`config.mk`:
```
export PLATFORM = sky130hd
export DESIGN_NAME = pmon_readout
export DESIGN_NICKNAME = d
export VERILOG_FILES = /design/src/pmon_pkg.sv /design/src/pmon_readout.sv /design/src/pmon_bus_cond.sv
export SDC_FILE = /design/constraint.sdc
export NUM_CORES = 1
export LEC_CHECK = 0
export ABC_AREA = 1
export BUFFER_PORTS_ARGS = -buffer_cell sky130_fd_sc_hd__buf_2
export CORE_MARGIN = 5
export CORE_UTILIZATION = 51
export CTS_CLUSTER_SIZE = 24
export DETAILED_ROUTE_END_ITERATION = 8
export HOLD_SLACK_MARGIN = 0.02
export PLACE_DENSITY = 0.72
export SETUP_SLACK_MARGIN = 0.05
export SYNTH_ARGS = -nofsm -noshare
export SYNTH_HDL_FRONTEND = slang
export SYNTH_SLANG_ARGS = --single-unit
```
`constraint.sdc`:
```
create_clock -name sys_clk_i -period 1.86 [get_ports sys_clk_i]
set_input_delay 0.372 -clock sys_clk_i [delete_from_list [all_inputs] [get_ports sys_clk_i]]
set_output_delay 0.372 -clock sys_clk_i [all_outputs]
set_load 0.005 [all_outputs]
```
`src/pmon_pkg.sv`:
```
/*
 * Shared constants for the rail power monitor serial readout: command
 * codes, configuration field positions, reset values and result scaling.
 * Assumes nothing of its surroundings; every design file that uses it
 * refers to it by its full scoped name.
 */
package pmon_pkg;

    // =====================================================================
    // Command codes
    // =====================================================================
    // Configuration word access.
    localparam logic [7:0] CMD_CONFIG = 8'hd0;
    // Result reads, all three return the same word.
    localparam logic [7:0] CMD_RD_VOLT = 8'h8b;
    localparam logic [7:0] CMD_RD_CURR = 8'h8c;
    localparam logic [7:0] CMD_RD_POWER = 8'h96;

    // =====================================================================
    // Configuration word layout
    // =====================================================================
    // Measurement select field occupies d7:d6.
    localparam int CFG_SEL_LSB = 6;
    localparam int CFG_SEL_MSB = 7;
    // Every field powers up at zero, so power is measured first.
    localparam logic [15:0] CFG_RESET = 16'h0000;

    // Measurement select encodings.
    localparam logic [1:0] SEL_POWER = 2'h0;
    localparam logic [1:0] SEL_VOLT = 2'h1;
    localparam logic [1:0] SEL_CURR = 2'h2;

    // =====================================================================
    // Result word layout
    // =====================================================================
    // Six zero pad bits sit below the binary point.
    localparam int RES_PAD_BITS = 6;
    localparam logic [15:0] RES_RESET = 16'h0000;
    // Full scale counts, positive and negative.
    localparam logic signed [10:0] FS_POS = 11'sh100;
    localparam logic signed [10:0] FS_NEG = -11'sh100;
    // Answer for a read of a command that holds no data.
    localparam logic [15:0] IDLE_WORD = 16'hffff;

endpackage

```
`src/pmon_readout.sv`:
```
/*
 * Serial slave command layer of a rail power monitor: holds the
 * configuration word and the single measurement result and serves them
 * over a two-wire management bus.
 * Assumes scl_i and sda_i are synchronous to sys_clk_i and that the
 * measurement core presents a raw signed count with a load strobe.
 */
`timescale 1ns/1ps

module pmon_readout
#(
    parameter logic [6:0] SLAVE_ADDR = 7'h40 // Arbitrary default address.
)
(
    // Clock and reset.
    input wire logic sys_clk_i,
    input wire logic resetn_i,
    // Two-wire bus, data pin split into level and open-drain drive.
    input wire logic scl_i,
    input wire logic sda_i,
    output logic sda_o,
    output logic sda_oe_o,
    // Measurement core side.
    input wire logic signed [10:0] raw_count_i,
    input wire logic raw_valid_i,
    output logic [15:0] cfg_o,
    output logic [1:0] meas_sel_o,
    output logic [15:0] result_o
);

    // =====================================================================
    // Types and helpers
    // =====================================================================
    typedef enum logic [2:0] {
        ST_IDLE, ST_RX, ST_ACK_SET, ST_ACK_HOLD,
        ST_TX, ST_TX_END, ST_MACK, ST_TX_LOAD
    } state_t;

    // Which byte the receiver is collecting.
    typedef enum logic [1:0] {K_ADDR, K_CMD, K_WLO, K_WHI} kind_t;

    // Word that a read answers with, by command.
    function automatic logic [15:0] read_word(input logic [7:0] cmd,
                                              input logic [15:0] cfg,
                                              input logic [15:0] res);
        case (cmd)
            pmon_pkg::CMD_CONFIG: read_word = cfg;
            pmon_pkg::CMD_RD_VOLT,
            pmon_pkg::CMD_RD_CURR,
            pmon_pkg::CMD_RD_POWER: read_word = res;
            default: read_word = pmon_pkg::IDLE_WORD;
        endcase
    endfunction

    // =====================================================================
    // Bus events
    // =====================================================================
    logic scl_rise, scl_fall, bus_start, bus_stop, sda_in;

    pmon_bus_cond pmon_bus_cond_i (
        .sys_clk_i(sys_clk_i),
        .resetn_i(resetn_i),
        .scl_i(scl_i),
        .sda_i(sda_i),
        .scl_rise_o(scl_rise),
        .scl_fall_o(scl_fall),
        .start_o(bus_start),
        .stop_o(bus_stop),
        .sda_o(sda_in)
    );

    // =====================================================================
    // Protocol state
    // =====================================================================
    state_t state_q, state_d;
    kind_t kind_q, kind_d;
    logic [2:0] cnt_q, cnt_d;       // Bit counter within a byte.
    logic [7:0] shift_q, shift_d;   // Receive shifter.
    logic [7:0] tx_q, tx_d;         // Transmit shifter.
    logic rd_q, rd_d;               // Direction of the current transfer.
    logic hi_q, hi_d;               // Second byte of a two-byte read.
    logic [7:0] cmd_q, cmd_d;       // Last command code.
    logic [7:0] wlo_q, wlo_d;       // Held low byte of a write.
    logic [15:0] cfg_q, cfg_d;      // Configuration word.
    logic [15:0] res_q, res_d;      // Result register.
    logic sda_oe_q, sda_oe_d;       // Open-drain pull-down.
    logic commit;                   // Config write completes this cycle.
    logic signed [10:0] clamped;    // Core count after range limiting.
    logic [15:0] rword;             // Word the current read answers with.

    assign rword = read_word(cmd_q, cfg_q, res_q);

    // Byte level sequencing; the start condition always restarts address
    // reception, which covers both a fresh and a repeated start.
    always_comb
    begin
        state_d = state_q;
        kind_d = kind_q;
        cnt_d = cnt_q;
        shift_d = shift_q;
        tx_d = tx_q;
        rd_d = rd_q;
        hi_d = hi_q;
        cmd_d = cmd_q;
        wlo_d = wlo_q;
        sda_oe_d = sda_oe_q;
        commit = 1'b0;
        if (bus_start)
        begin
            state_d = ST_RX;
            kind_d = K_ADDR;
            cnt_d = 3'h0;
            sda_oe_d = 1'b0;
        end
        else if (bus_stop)
        begin
            state_d = ST_IDLE;
            sda_oe_d = 1'b0;
        end
        else
        begin
            case (state_q)
                ST_IDLE:
                begin
                    sda_oe_d = 1'b0;
                end
                ST_RX:
                begin
                    // Bits are taken while the clock is high.
                    if (scl_rise)
                    begin
                        shift_d = {shift_q[6:0], sda_in};
                        cnt_d = cnt_q + 3'h1;
                        if (cnt_q == 3'h7)
                        begin
                            state_d = ST_ACK_SET;
                        end
                    end
                end
                ST_ACK_SET:
                begin
                    if (scl_fall)
                    begin
                        // A foreign address is left unanswered.
                        if (kind_q == K_ADDR && shift_q[7:1] != SLAVE_ADDR)
                        begin
                            state_d = ST_IDLE;
                        end
                        else
                        begin
                            sda_oe_d = 1'b1;
                            state_d = ST_ACK_HOLD;
                            case (kind_q)
                                K_ADDR: rd_d = shift_q[0];
                                K_CMD: cmd_d = shift_q;
                                K_WLO: wlo_d = shift_q;
                                default: commit = (cmd_q ==
                                    pmon_pkg::CMD_CONFIG);
                            endcase
                        end
                    end
                end
                ST_ACK_HOLD:
                begin
                    if (scl_fall)
                    begin
                        cnt_d = 3'h0;
                        state_d = ST_RX;
                        if (kind_q == K_ADDR && rd_q)
                        begin
                            // Low byte goes first on every read.
                            tx_d = rword[7:0];
                            sda_oe_d = !rword[7];
                            hi_d = 1'b0;
                            state_d = ST_TX;
                        end
                        else
                        begin
                            sda_oe_d = 1'b0;
                            case (kind_q)
                                K_ADDR: kind_d = K_CMD;
                                K_CMD: kind_d = K_WLO;
                                default: kind_d = K_WHI;
                            endcase
                        end
                    end
                end
                ST_TX:
                begin
                    if (scl_rise)
                    begin
                        cnt_d = cnt_q + 3'h1;
                        if (cnt_q == 3'h7)
                        begin
                            state_d = ST_TX_END;
                        end
                    end
                    else if (scl_fall)
                    begin
                        tx_d = {tx_q[6:0], 1'b0};
                        sda_oe_d = !tx_q[6];
                    end
                end
                ST_TX_END:
                begin
                    // Free the line for the host's answer bit.
                    if (scl_fall)
                    begin
                        sda_oe_d = 1'b0;
                        state_d = ST_MACK;
                    end
                end
                ST_MACK:
                begin
                    if (scl_rise)
                    begin
                        // NACK or second byte done ends the read.
                        if (!sda_in && !hi_q)
                        begin
                            hi_d = 1'b1;
                            tx_d = rword[15:8];
                            state_d = ST_TX_LOAD;
                        end
                        else
                        begin
                            state_d = ST_IDLE;
                        end
                    end
                end
                ST_TX_LOAD:
                begin
                    if (scl_fall)
                    begin
                        sda_oe_d = !tx_q[7];
                        cnt_d = 3'h0;
                        state_d = ST_TX;
                    end
                end
                default:
                begin
                    state_d = ST_IDLE;
                    sda_oe_d = 1'b0;
                end
            endcase
        end
    end

    // =====================================================================
    // Result and configuration
    // =====================================================================
    // Limit the core count to full scale; voltage is floored at zero.
    // Clamping here keeps a misbehaving core from wrapping the sign bit.
    always_comb
    begin
        clamped = raw_count_i;
        if (raw_count_i > pmon_pkg::FS_POS)
        begin
            clamped = pmon_pkg::FS_POS;
        end
        else if (raw_count_i < pmon_pkg::FS_NEG)
        begin
            clamped = pmon_pkg::FS_NEG;
        end
        if (cfg_q[pmon_pkg::CFG_SEL_MSB:pmon_pkg::CFG_SEL_LSB] ==
            pmon_pkg::SEL_VOLT && raw_count_i[10])
        begin
            clamped = 11'sh000;
        end
        res_d = res_q;
        if (raw_valid_i)
        begin
            // Pad bits below the binary point are always zero.
            res_d = {clamped[9:0],
                {pmon_pkg::RES_PAD_BITS{1'b0}}};
        end
        cfg_d = commit ? {shift_q, wlo_q} : cfg_q;
    end

    // All control state returns to idle with the bus released.
    always_ff @(posedge sys_clk_i or negedge resetn_i)
    begin
        if (!resetn_i)
        begin
            state_q <= ST_IDLE;
            kind_q <= K_ADDR;
            cnt_q <= 3'h0;
            shift_q <= 8'h00;
            tx_q <= 8'h00;
            rd_q <= 1'b0;
            hi_q <= 1'b0;
            cmd_q <= 8'h00;
            wlo_q <= 8'h00;
            sda_oe_q <= 1'b0;
            cfg_q <= pmon_pkg::CFG_RESET;
            res_q <= pmon_pkg::RES_RESET;
        end
        else
        begin
            state_q <= state_d;
            kind_q <= kind_d;
            cnt_q <= cnt_d;
            shift_q <= shift_d;
            tx_q <= tx_d;
            rd_q <= rd_d;
            hi_q <= hi_d;
            cmd_q <= cmd_d;
            wlo_q <= wlo_d;
            sda_oe_q <= sda_oe_d;
            cfg_q <= cfg_d;
            res_q <= res_d;
        end
    end

    // Open drain: the data level driven is always low.
    assign sda_o = 1'b0;
    assign sda_oe_o = sda_oe_q;
    assign cfg_o = cfg_q;
    assign meas_sel_o =
        cfg_q[pmon_pkg::CFG_SEL_MSB:pmon_pkg::CFG_SEL_LSB];
    assign result_o = res_q;
endmodule

```
`src/pmon_bus_cond.sv`:
```
/*
 * Bus condition detector for the serial management link: reports clock
 * edges and start and stop conditions as one-cycle pulses.
 * Assumes the clock and data lines are already synchronous to sys_clk_i.
 */
`timescale 1ns/1ps

module pmon_bus_cond
(
    // Clock and reset.
    input wire logic sys_clk_i,
    input wire logic resetn_i,
    // Bus lines as seen on the wire.
    input wire logic scl_i,
    input wire logic sda_i,
    // Decoded events.
    output logic scl_rise_o,
    output logic scl_fall_o,
    output logic start_o,
    output logic stop_o,
    output logic sda_o
);

    // =====================================================================
    // Line history
    // =====================================================================
    // Previous line levels, released high like an idle bus.
    logic scl_q, scl_d;
    logic sda_q, sda_d;

    // Next values are simply the current lines.
    always_comb
    begin
        scl_d = scl_i;
        sda_d = sda_i;
    end

    // Idle bus is high on both lines, so reset to high avoids a false edge.
    always_ff @(posedge sys_clk_i or negedge resetn_i)
    begin
        if (!resetn_i)
        begin
            scl_q <= 1'b1;
            sda_q <= 1'b1;
        end
        else
        begin
            scl_q <= scl_d;
            sda_q <= sda_d;
        end
    end

    // =====================================================================
    // Event decode
    // =====================================================================
    // A data change while the clock stays high marks start or stop.
    assign scl_rise_o = scl_i && !scl_q;
    assign scl_fall_o = !scl_i && scl_q;
    assign start_o = scl_i && scl_q && sda_q && !sda_i;
    assign stop_o = scl_i && scl_q && !sda_q && sda_i;
    assign sda_o = sda_i;

endmodule

```
# Yosys cells after proc, flatten, opt, wreduce, memory -nomap -nowiden
# Index checks and enable logic that the tools add are counted.
totals:
  register_bits: 71
  inputBits: 16
  wordCells: 159
op_classes:
  add_sub_neg: 1
  order_cmp: 2
  n_eq_ne: 38
  mux: 59
  bitwise_logic: 3
  n_reduce_logical: 42
op_table:
  columns: ["op", "count"]
  rows:
  - ["2-to-1 mux 3 bit", 17]
  - ["2-to-1 mux 8 bit", 6]
  - ["equality test 8 bit (second input constant)", 4]
  - ["inequality test 4 x 3 -> 1 bit (second input constant)", 8]
  - ["one-hot mux 16 bit (2 select lines)", 1]
  - ["2-to-1 mux 10 bit", 3]
  - ["one-hot mux 8 bit (3 select lines)", 1]
  - ["one-hot mux 3 bit (7 select lines)", 1]
  - ["2-to-1 mux 1 bit", 20]
  - ["AND reduction 6 bit", 3]
  - ["inequality test 4 bit (second input constant)", 4]
  - ["equality test 3 bit (second input constant)", 5]
  - ["2-to-1 mux 2 bit", 6]
  - ["AND reduction 4 bit", 3]
  - ["> comparator 11 x 10 -> 1 bit (second input constant)", 1]
  - ["logical AND 1 bit", 11]
  - ["< comparator 11 x 9 -> 1 bit (second input constant)", 1]
  - ["inequality test 2 bit (second input constant)", 5]
  - ["AND reduction 10 bit", 1]
  - ["AND reduction 9 bit", 1]
  - ["nonzero test 9 bit", 1]
  - ["zero test 1 bit", 8]
  - ["AND reduction 8 bit", 1]
  - ["nonzero test 8 bit", 1]
  - ["20 further kinds", 32]

# Depth between registers and ports, before layout
# Gate-level depths: netlist (run 1).
depth:
  word_depth: 9
  mapped_depth: 12
  ltp_nobuf: 12

# Modules after synthesis
# From an unflattened synthesis (run 1), not the netlist that was laid out.
hier_totals:
  hier_cells: 487
  hier_area_um2: 3728.6
by_module_without_submodules:
  columns: ["mod", "instances", "cells_per_inst", "area_each_um2"]
  rows:
  - ["pmon_readout", 1, 473, 3627.2]
  - ["pmon_bus_cond", 1, 14, 101.3]

# Worst setup path before layout (run 1)
# Ideal clock, no wire load.
synth_timing:
  kind: "reg2reg"
  from: "register state_q[0]"
  to: "register tx_q[7]"
  setup_ns: 0.113
  arrival_ns: 1.488
  required_time_ns: 1.747
  path_slack_ns: 0.259
  stages_incl_launch_ff: 12
  period_less_slack_ns: 1.601
  cell_sequence: "dfrtp_1 -> inv_2 -> nand2_1 -> nor2_2 -> nand2_1 -> nand2_1 -> nor2_2 -> nand2_2 -> inv_2 -> or2_1 -> nand2_1 -> inv_1"
synth_via:
  elab_chain_cells: 3
  word_cells_on_any_way: 12
  classes_between: "eq/ne (9); mux (1); reduce/logical (2)"
synth_rtl:
  columns: ["item", "line_no", "rtl"]
  rows:
  - ["start: declaration", "pmon_readout.sv:75", "state_t state_q, state_d;"]
  - ["start signal: assignment", "pmon_readout.sv:299", "state_q <= state_d;"]
  - ["equality test 3 x 2 -> 1 bit or equality test 3 bit (tied branches)", "pmon_readout.sv:122", "case (state_q)"]
  - ["inequality test 2 x 1 -> 1 bit (no line), or another cell as far along", null, null]
  - ["AND reduction 9 bit (no line)", null, null]
  - ["end signal: assignment", "pmon_readout.sv:303", "tx_q <= tx_d;"]
  - ["end: declaration", "pmon_readout.sv:79", "logic [7:0] tx_q, tx_d;"]
# Parallel ways exist; a longest one is shown, timed or not.
# A chain may end at the register's enable or synchronous reset.

# Worst setup path after layout (run 1)
layout_timing:
  from: "register cmd_q[3]"
  to: "register tx_q[5]"
layout_via:
  elab_chain_cells: 6
  word_cells_on_any_way: 11
  classes_between: "eq/ne (4); mux (6); reduce/logical (1)"
layout_rtl:
  columns: ["item", "line_no", "rtl"]
  rows:
  - ["start: declaration", "pmon_readout.sv:82", "logic [7:0] cmd_q, cmd_d;"]
  - ["start signal: assignment", "pmon_readout.sv:306", "cmd_q <= cmd_d;"]
  - ["equality test 8 bit", "pmon_readout.sv:46", "case (cmd)"]
  - ["OR reduction 3 bit", "pmon_readout.sv:46", null]
  - ["one-hot mux 16 bit (2 select lines) (*)", "pmon_readout.sv:46", null]
  - ["2-to-1 mux 8 bit, on equally long branches", "pmon_readout.sv:218, pmon_readout.sv:169", null]
  - ["2-to-1 mux 8 bit, on equally long branches", "pmon_readout.sv:215, pmon_readout.sv:165", null]
  - ["one-hot mux 8 bit (3 select lines) (*)", "pmon_readout.sv:122", null]
# Every way passes the cells marked *; elsewhere a longest branch is shown, timed or not. The select of a mux whose other input is x is not followed.

==> results of run 1 <==
power breakdown:
part	internal [W]	leakage, nW	switching, W	total [W]
sequential	0.00182	0.915	0.000215	0.00203
clock	0.000510	0.0888	0.000668	0.00118
combinational	0.000654	1.10	0.00112	0.00177
metal layers:
metal	up-vias	track usage, %	share of wire (%)
li1	1678	-	-
met1	1545	29.4	45
met2	74	30.8	49
met3	8	3.47	3.9
met4	0	7.57	1.3
met5	-	0	0
worst max-delay path, stage by stage, from the launching register on:
cell        delay (ps)
dfrtp_1            430
nor2_1              70
and2_1             160
nand2_1            210
clkinvlp_2         330
nand2_1            160
nand2_1             70
a21oi_1            120
a21oi_1             70
synth_stat cells (3+ instances only):
| cell type | count |
|---|---|
| inv_1 | 53 |
| nand2_1 | 145 |
| nand4_1 | 3 |
| nand3_1 | 39 |
| nor3_1 | 3 |
| nor2_2 | 4 |
| dfrtp_1 | 69 |
| nor2_1 | 35 |
| clkinv_1 | 5 |
| buf_4 | 9 |
| o21ai_1 | 24 |
| o22ai_1 | 6 |
| o21ai_0 | 19 |
| a21oi_1 | 20 |
| inv_2 | 8 |
| o21ai_2 | 14 |
| clkbuf_1 | 8 |
flip-flops by register name, indices dropped and copies added (netlist names), 2 cells and up:
register and cells:
cfg_o 16, result_o 10, cmd_q 8, shift_q 8, tx_q 8, wlo_q 8, cnt_q 3, state_q 3
kind_q 2
cell type report:
class	instances	area (um^2)	share of cell area (%)
clock inverters	7	61.3	1.38
repair buffers	70	432	9.75
clock buffers	9	124	2.80
multi-input cells	336	1650	37.2
well taps	99	124	2.80
repair inverters	1	5.00	0.113
flip-flops and latches	71	1780	40.3
inverters	66	251	5.68
worst paths after layout:
| path | start | end | slack [ps] | cells past startpoint |
|---|---|---|---|---|
| worst min-delay path | resetn_i | cnt_q[0] | 30 | 2 |
| worst max register to register | cmd_q[3] | tx_q[5] | 110 | 8 |
| worst max-delay path | cmd_q[3] | tx_q[5] | 110 | 8 |
| min in group sys_clk_i | sda_i | pmon_bus_cond_i.sda_q | 150 | 1 |
| max in group asynchronous | resetn_i | pmon_bus_cond_i.sda_q | 1510 | 2 |
| worst min register to register | sda_oe_o | sda_oe_o | 490 | 2 |
cells by family after synthesis:
| logic type | share of synthesized area, % |
|---|---|
| AND/OR/NAND/NOR | 27.7 |
| buffers and inverters | 10.1 |
| AO/OA/AOI/OAI | 13.5 |
| flip-flops | 48.0 |
| adder cells (fa/ha/maj) | 0.675 |
| other | 0.101 |
stage by stage:
stage	worst slack, ps	power [W]	hold WS (ps)	utilization [%]	instances
2_1_floorplan	259	0.00313	76.4	-	492
3_3_place_gp	126	0.00368	425	57.4	636
3_5_place_dp	76.7	0.00372	424	57.4	636
4_1_cts	101	0.00491	47.1	59.9	652
5_1_grt	11.8	0.00534	71.9	61.7	659
6_report	106	0.00498	30.0	61.7	659
repair_timing:
action	in CTS	in global routing
endpoints found under the setup margin	0	25
setup buffers	0	5
gates resized for setup	0	23
==> results by group, run 1 <==
Cells and area
  • Layout area overhead: 19.5%
  • ANT cells: 0
  • Fillers: approximately 660
  • Post-Layout Inst Area: 0.00443 mm^2
  • Most frequent cells in the layout: nand2_1, dfrtp_1, inv_1
  • Most common cell after layout, fill and taps aside: nand2_1
  • Final net count: between 500 and 600
  • Share of post-route cells with drive strength above 1: between 20% and 30%

STA
  • Fmax: about 570 MHz
  • Setup Skew: around 12 ps
  • RSZ-0062 raised after global routing: false
  • Final hold violations: 0
  • Final Setup Violations: 0
  • Setup TNS: 0 ps
  • Final worst-path cycle share: 94.3%
  • Final Max Slew Viols: 0
  • Minimum clock period: 1750 ps

Synthesis
  • #FFs+latches synth: 71
  • Top cells by area, synth: dfrtp_1, nand2_1, inv_1
  • Synth Flop Type: dfrtp_1
  • Yosys warning count: 0
  • Cell variety after synth: 34
  • Synthesized area: 0.00370 mm^2
  • Synth Instances: 486
  • Post-synthesis sequential area ratio: roughly half
  • EDFF count, synth: 0
  • Yosys top cell area share: between 40% and 50%
  • Area leader, netlist: dfrtp_1
  • Post-synthesis area per instance: approximately 7.6 um^2
  • FFs w/ async S/R, synth: 100%

CTS
  • Cell at the root of the clock tree: clkbuf_8
  • Post-CTS Hold Buffers: 0
  • Cts bufs inserted: 9
  • CTS sink cnt: around 70
  • CTS tree: built
  • Later-pin clock latency in the skew report: 350 ps
  • Clock Tree Buf Depth: 2
  • H-tree depth: 3
  • Clock transition at path regs: 90 ps

Drt
  • DR vias/cell: ~5
  • Pre-Repair DR Iteration Count: 5
  • DRT antenna net count: 0
  • Final wirelength: about 9000 um
  • Vias: approximately 3300
  • Iteration-0 DRC Markers: approximately 220
  • Wire per inst: 13.6 um
  • # DRC: 0

Setup path
  • Setup CP Type: reg -> reg
  • Worst EP arrival: between 1500 and 2000 ps
  • Worst setup EP type: register
  • Critical path fanouts, max: 8
  • Worst Path Required: ~2100 ps
  • Startpoint Class: register

Pwr
  • Pwr dens: 1120 mW/mm^2
  • Max rail drop VDD: ~0.65 mV
  • Static leakage: roughly 2.1 nW

Worst hold path
  • Worst Hold Class: in -> async

Global route
  • Overflow after GRT: 0
  • Largest net degree at the start of global routing: between 70 and 80
  • Antenna violations before repair: 0
  • First-pass GRT wire length: between 10000 and 15000 um
  • GRT Total Usage: about a fifth
  • Number of global-route vias before repair: 2995

Floorplanning
  • Die H: ~95 um
  • I/O pin total: 52
  • Initial core utilization: between 50% and 60%
  • DIE AREA: between 0.009 and 0.01 mm^2
  • Die Wd: ~95 um
  • Core area: 0.00718 mm^2
  • Row count: 31

Place
  • I/O Buffers: 44
  • Post-DP Area: a little over 0.004 mm^2
  • GPL Wtd Cong: 0.877
  • HPWL after DPL: about 6400 um

Run status
  • Status: finished, final reports clean

Job
  • Max_cap viols: 0
No activity file was read; power rests on OpenSTA's default activity.
==> run 2, diff against run 1 <==
--- a/config.mk
+++ b/config.mk
@@ -6,7 +6,7 @@
 export NUM_CORES = 1
 export LEC_CHECK = 0
 export ABC_AREA = 1
-export BUFFER_PORTS_ARGS = -buffer_cell sky130_fd_sc_hd__buf_2
+export BUFFER_PORTS_ARGS = -buffer_cell sky130_fd_sc_hd__clkbuf_2
 export CORE_MARGIN = 5
 export CORE_UTILIZATION = 51
 export CTS_CLUSTER_SIZE = 24
==> constraint.sdc (replaced) <==
create_clock -name sys_clk_i -period 2.12 [get_ports sys_clk_i]
set_input_delay 0.212 -clock sys_clk_i [delete_from_list [all_inputs] [get_ports sys_clk_i]]
set_output_delay 0.212 -clock sys_clk_i [all_outputs]
set_load 0.005 [all_outputs]
==> results by group, run 2 (same netlist as run 1, synthesis figures left out) <==
Floorplanning
  • Core area: 0.00718 mm^2 (unchanged)
  • Initial core utilization: 51.6% (unchanged)
  • I/O pin total: 52 (unchanged)
  • Row count: 31 (unchanged)
  • Die H: 95.2 um (unchanged)
  • Die Wd: 95.2 um (unchanged)
  • DIE AREA: 0.00907 mm^2 (unchanged)

Global route
  • GRT Total Usage: 20.9% (+0.48 points)
  • Overflow after GRT: 0 (unchanged)
  • First-pass GRT wire length: 14700 um (+2.7%)
  • Number of global-route vias before repair: 3103 (+3.6%)
  • Largest net degree at the start of global routing: 72 (unchanged)
  • Antenna violations before repair: 0 (unchanged)

STA
  • Final Max Slew Viols: 0 (unchanged)
  • Final Setup Violations: 0 (unchanged)
  • Setup Skew: 7.64 ps (-4.55 ps)
  • Worst-Margin Slew: approximately 560 ps
  • RSZ-0062 raised after global routing: false
  • Final worst-path cycle share: 87.7% (-6.7 points)
  • Slew HR: a little over three fifths
  • Final hold violations: 0 (unchanged)
  • Setup TNS: 0 ps (unchanged)
  • Fmax: 538 MHz (-5.6%)
  • Minimum clock period: 1860 ps (+104 ps)
  • Worst hold slack: 96.1 ps (+66.1 ps)

Worst hold path
  • Worst Hold Class: in -> reg
  • Hold Path Origin: raw_count_i[3]

Pwr
  • Pwr dens: 977 mW/mm^2 (-13%)
  • Static leakage: 2.01 nW (-4.5%)
  • Max rail drop VDD: 0.434 mV (-34%)

Cells and area
  • Area of the multi-input gates: 0.00158 mm^2 (-4.1%)
  • Share of post-route cells with drive strength above 1: 18.7% (-6.5 points)
  • Layout area overhead: 13.8%
  • Most frequent cells in the layout: nand2_1, dfrtp_1, inv_1
  • Largest register FFs: 16 (unchanged)
  • Final net count: 553 (-3.5%)
  • Most common cell after layout, fill and taps aside: nand2_1
  • ANT cells: 0 (unchanged)
  • Reg area: 0.00178 mm^2 (-0.21%)
  • Fillers: 671 (+1.8%)

Setup path
  • Worst setup EP type: register
  • Reg2reg end: tx_q[7]
  • Critical path fanouts, max: 7 (-1)
  • FF-to-FF setup slack: 260 ps (+160 ps)
  • Critical Path Source: kind_q[1]
  • Startpoint Class: register
  • Worst setup endpoint: tx_q[7]
  • Reg2reg start: kind_q[1]
  • Worst Path Required: 2430 ps (+340 ps)
  • Setup CP Type: reg -> reg
  • Worst EP arrival: 2160 ps (+180 ps)
  • Reg2reg path depth: 10 (+2)

CTS
  • Later-pin clock latency in the skew report: 360 ps (about the same)
  • Post-CTS Setup Repair Bufs: 0 (unchanged)
  • Cell at the root of the clock tree: clkbuf_8
  • Cts bufs inserted: 9 (unchanged)
  • Clock transition at path regs: 80 ps (about the same)
  • CTS tree: built
  • H-tree depth: 3 (unchanged)
  • CTS sink cnt: 71 (unchanged)
  • Clock Tree Buf Depth: 2 (unchanged)

Drt
  • Pre-Repair DR Iteration Count: 7 (+2)
  • DRT antenna net count: 0 (unchanged)
  • Wire per inst: 13.5 um (-1.2%)
  • Vias: 3234 (-2.1%)
  • # DRC: 0 (unchanged)
  • Final wirelength: 8600 um (-4.2%)
  • DR vias/cell: 5.06 (+0.91%)
  • Iteration-0 DRC Markers: 209 (-4.1%)

Job
  • Max_cap viols: 0 (unchanged)

Place
  • GPL Wtd Cong: 0.876 (about the same)
  • HPWL after DPL: 6350 um (-0.31%)
  • I/O Buffers: 44 (unchanged)

Run status
  • Status: finished, final reports clean
==> run 2: changes by cell type in the layout (fill, tap and decap cells not counted), moves of 2 or more <==
cell,delta
nor2_1,+2
dfrtp_1,+3
dlygate4sd3_1,+3
nand2_1,+11
clkbuf_2,+43
buf_4,-20
buf_2,-43
nand2_2,-10
dfrtp_2,-3
==> run 2: what timing repair did <==
action | 4_1_cts | 5_1_grt
gates resized for setup | 0 | 1
hold endpoints to repair | 71 | 0
setup endpoints to repair | 0 | 3
hold buffers | 3 | 0
==> run 2: worst max-delay path: stages (launching register included) <==
cell and delay (ps):
dfrtp_1 460, nor2_1 300, nand2_1 150, nand2_1 130, nand2_1 100, nor2_4 190
nand2_2 120, inv_2 140, or2_1 120, nand2_1 50, inv_1 50
==> run 2: worst min path at each step <==
| stage | end | cells after the start |
|---|---|---|
| floorplan | cfg_o[0] | 0 |
| global placement | cnt_q[2] | 2 |
| detailed placement | sda_oe_o | 2 |
| CTS | result_o[9] | 3 |
| global route | result_o[6] | 3 |
| finish | result_o[9] | 3 |
==> run 2: power breakdown <==
part | internal (W) | switching, W | total (W)
Sequential | 0.00159 | 0.000182 | 0.00177
Combinational | 0.000421 | 0.000883 | 0.00130
Clock | 0.000446 | 0.000597 | 0.00104
==> run 2: cell type report <==
cell class / count / area share, %
Timing Repair Buffer: 52 / 7.12
Sequential cell: 71 / 42.2
Clock inverter: 7 / 1.45
Multi-Input combinational cell: 335 / 37.5
Clock buffer: 9 / 2.94
Inverter: 66 / 5.88
Tap cell: 99 / 2.94
==> run 2: metal layers <==
metal  vias to the layer above  track usage (%)  share of wire [%]
li1                       1640                -                  -
met1                      1506             29.1                 47
met2                        74             31.9                 47
met3                        14             4.58                4.7
met4                         0             7.81                1.5
met5                         -                0                  0
==> run 2: metrics by stage <==
| step | power (W) | utilization [%] | std cells | instance area (um^2) | worst slack (ps) |
|---|---|---|---|---|---|
| 4_1_cts | 0.00415 | 58.7 | 639 | 4210 | 270 |
| 3_3_place_gp | 0.00306 | 55.7 | 620 | 4000 | 264 |
| 5_1_grt | 0.00444 | 58.8 | 639 | 4220 | 66.9 |
| 2_1_floorplan | 0.00275 | - | 492 | 3730 | 519 |
| 6_report | 0.00412 | 58.8 | 639 | 4220 | 262 |
| 3_5_place_dp | 0.00310 | 55.7 | 620 | 4000 | 281 |
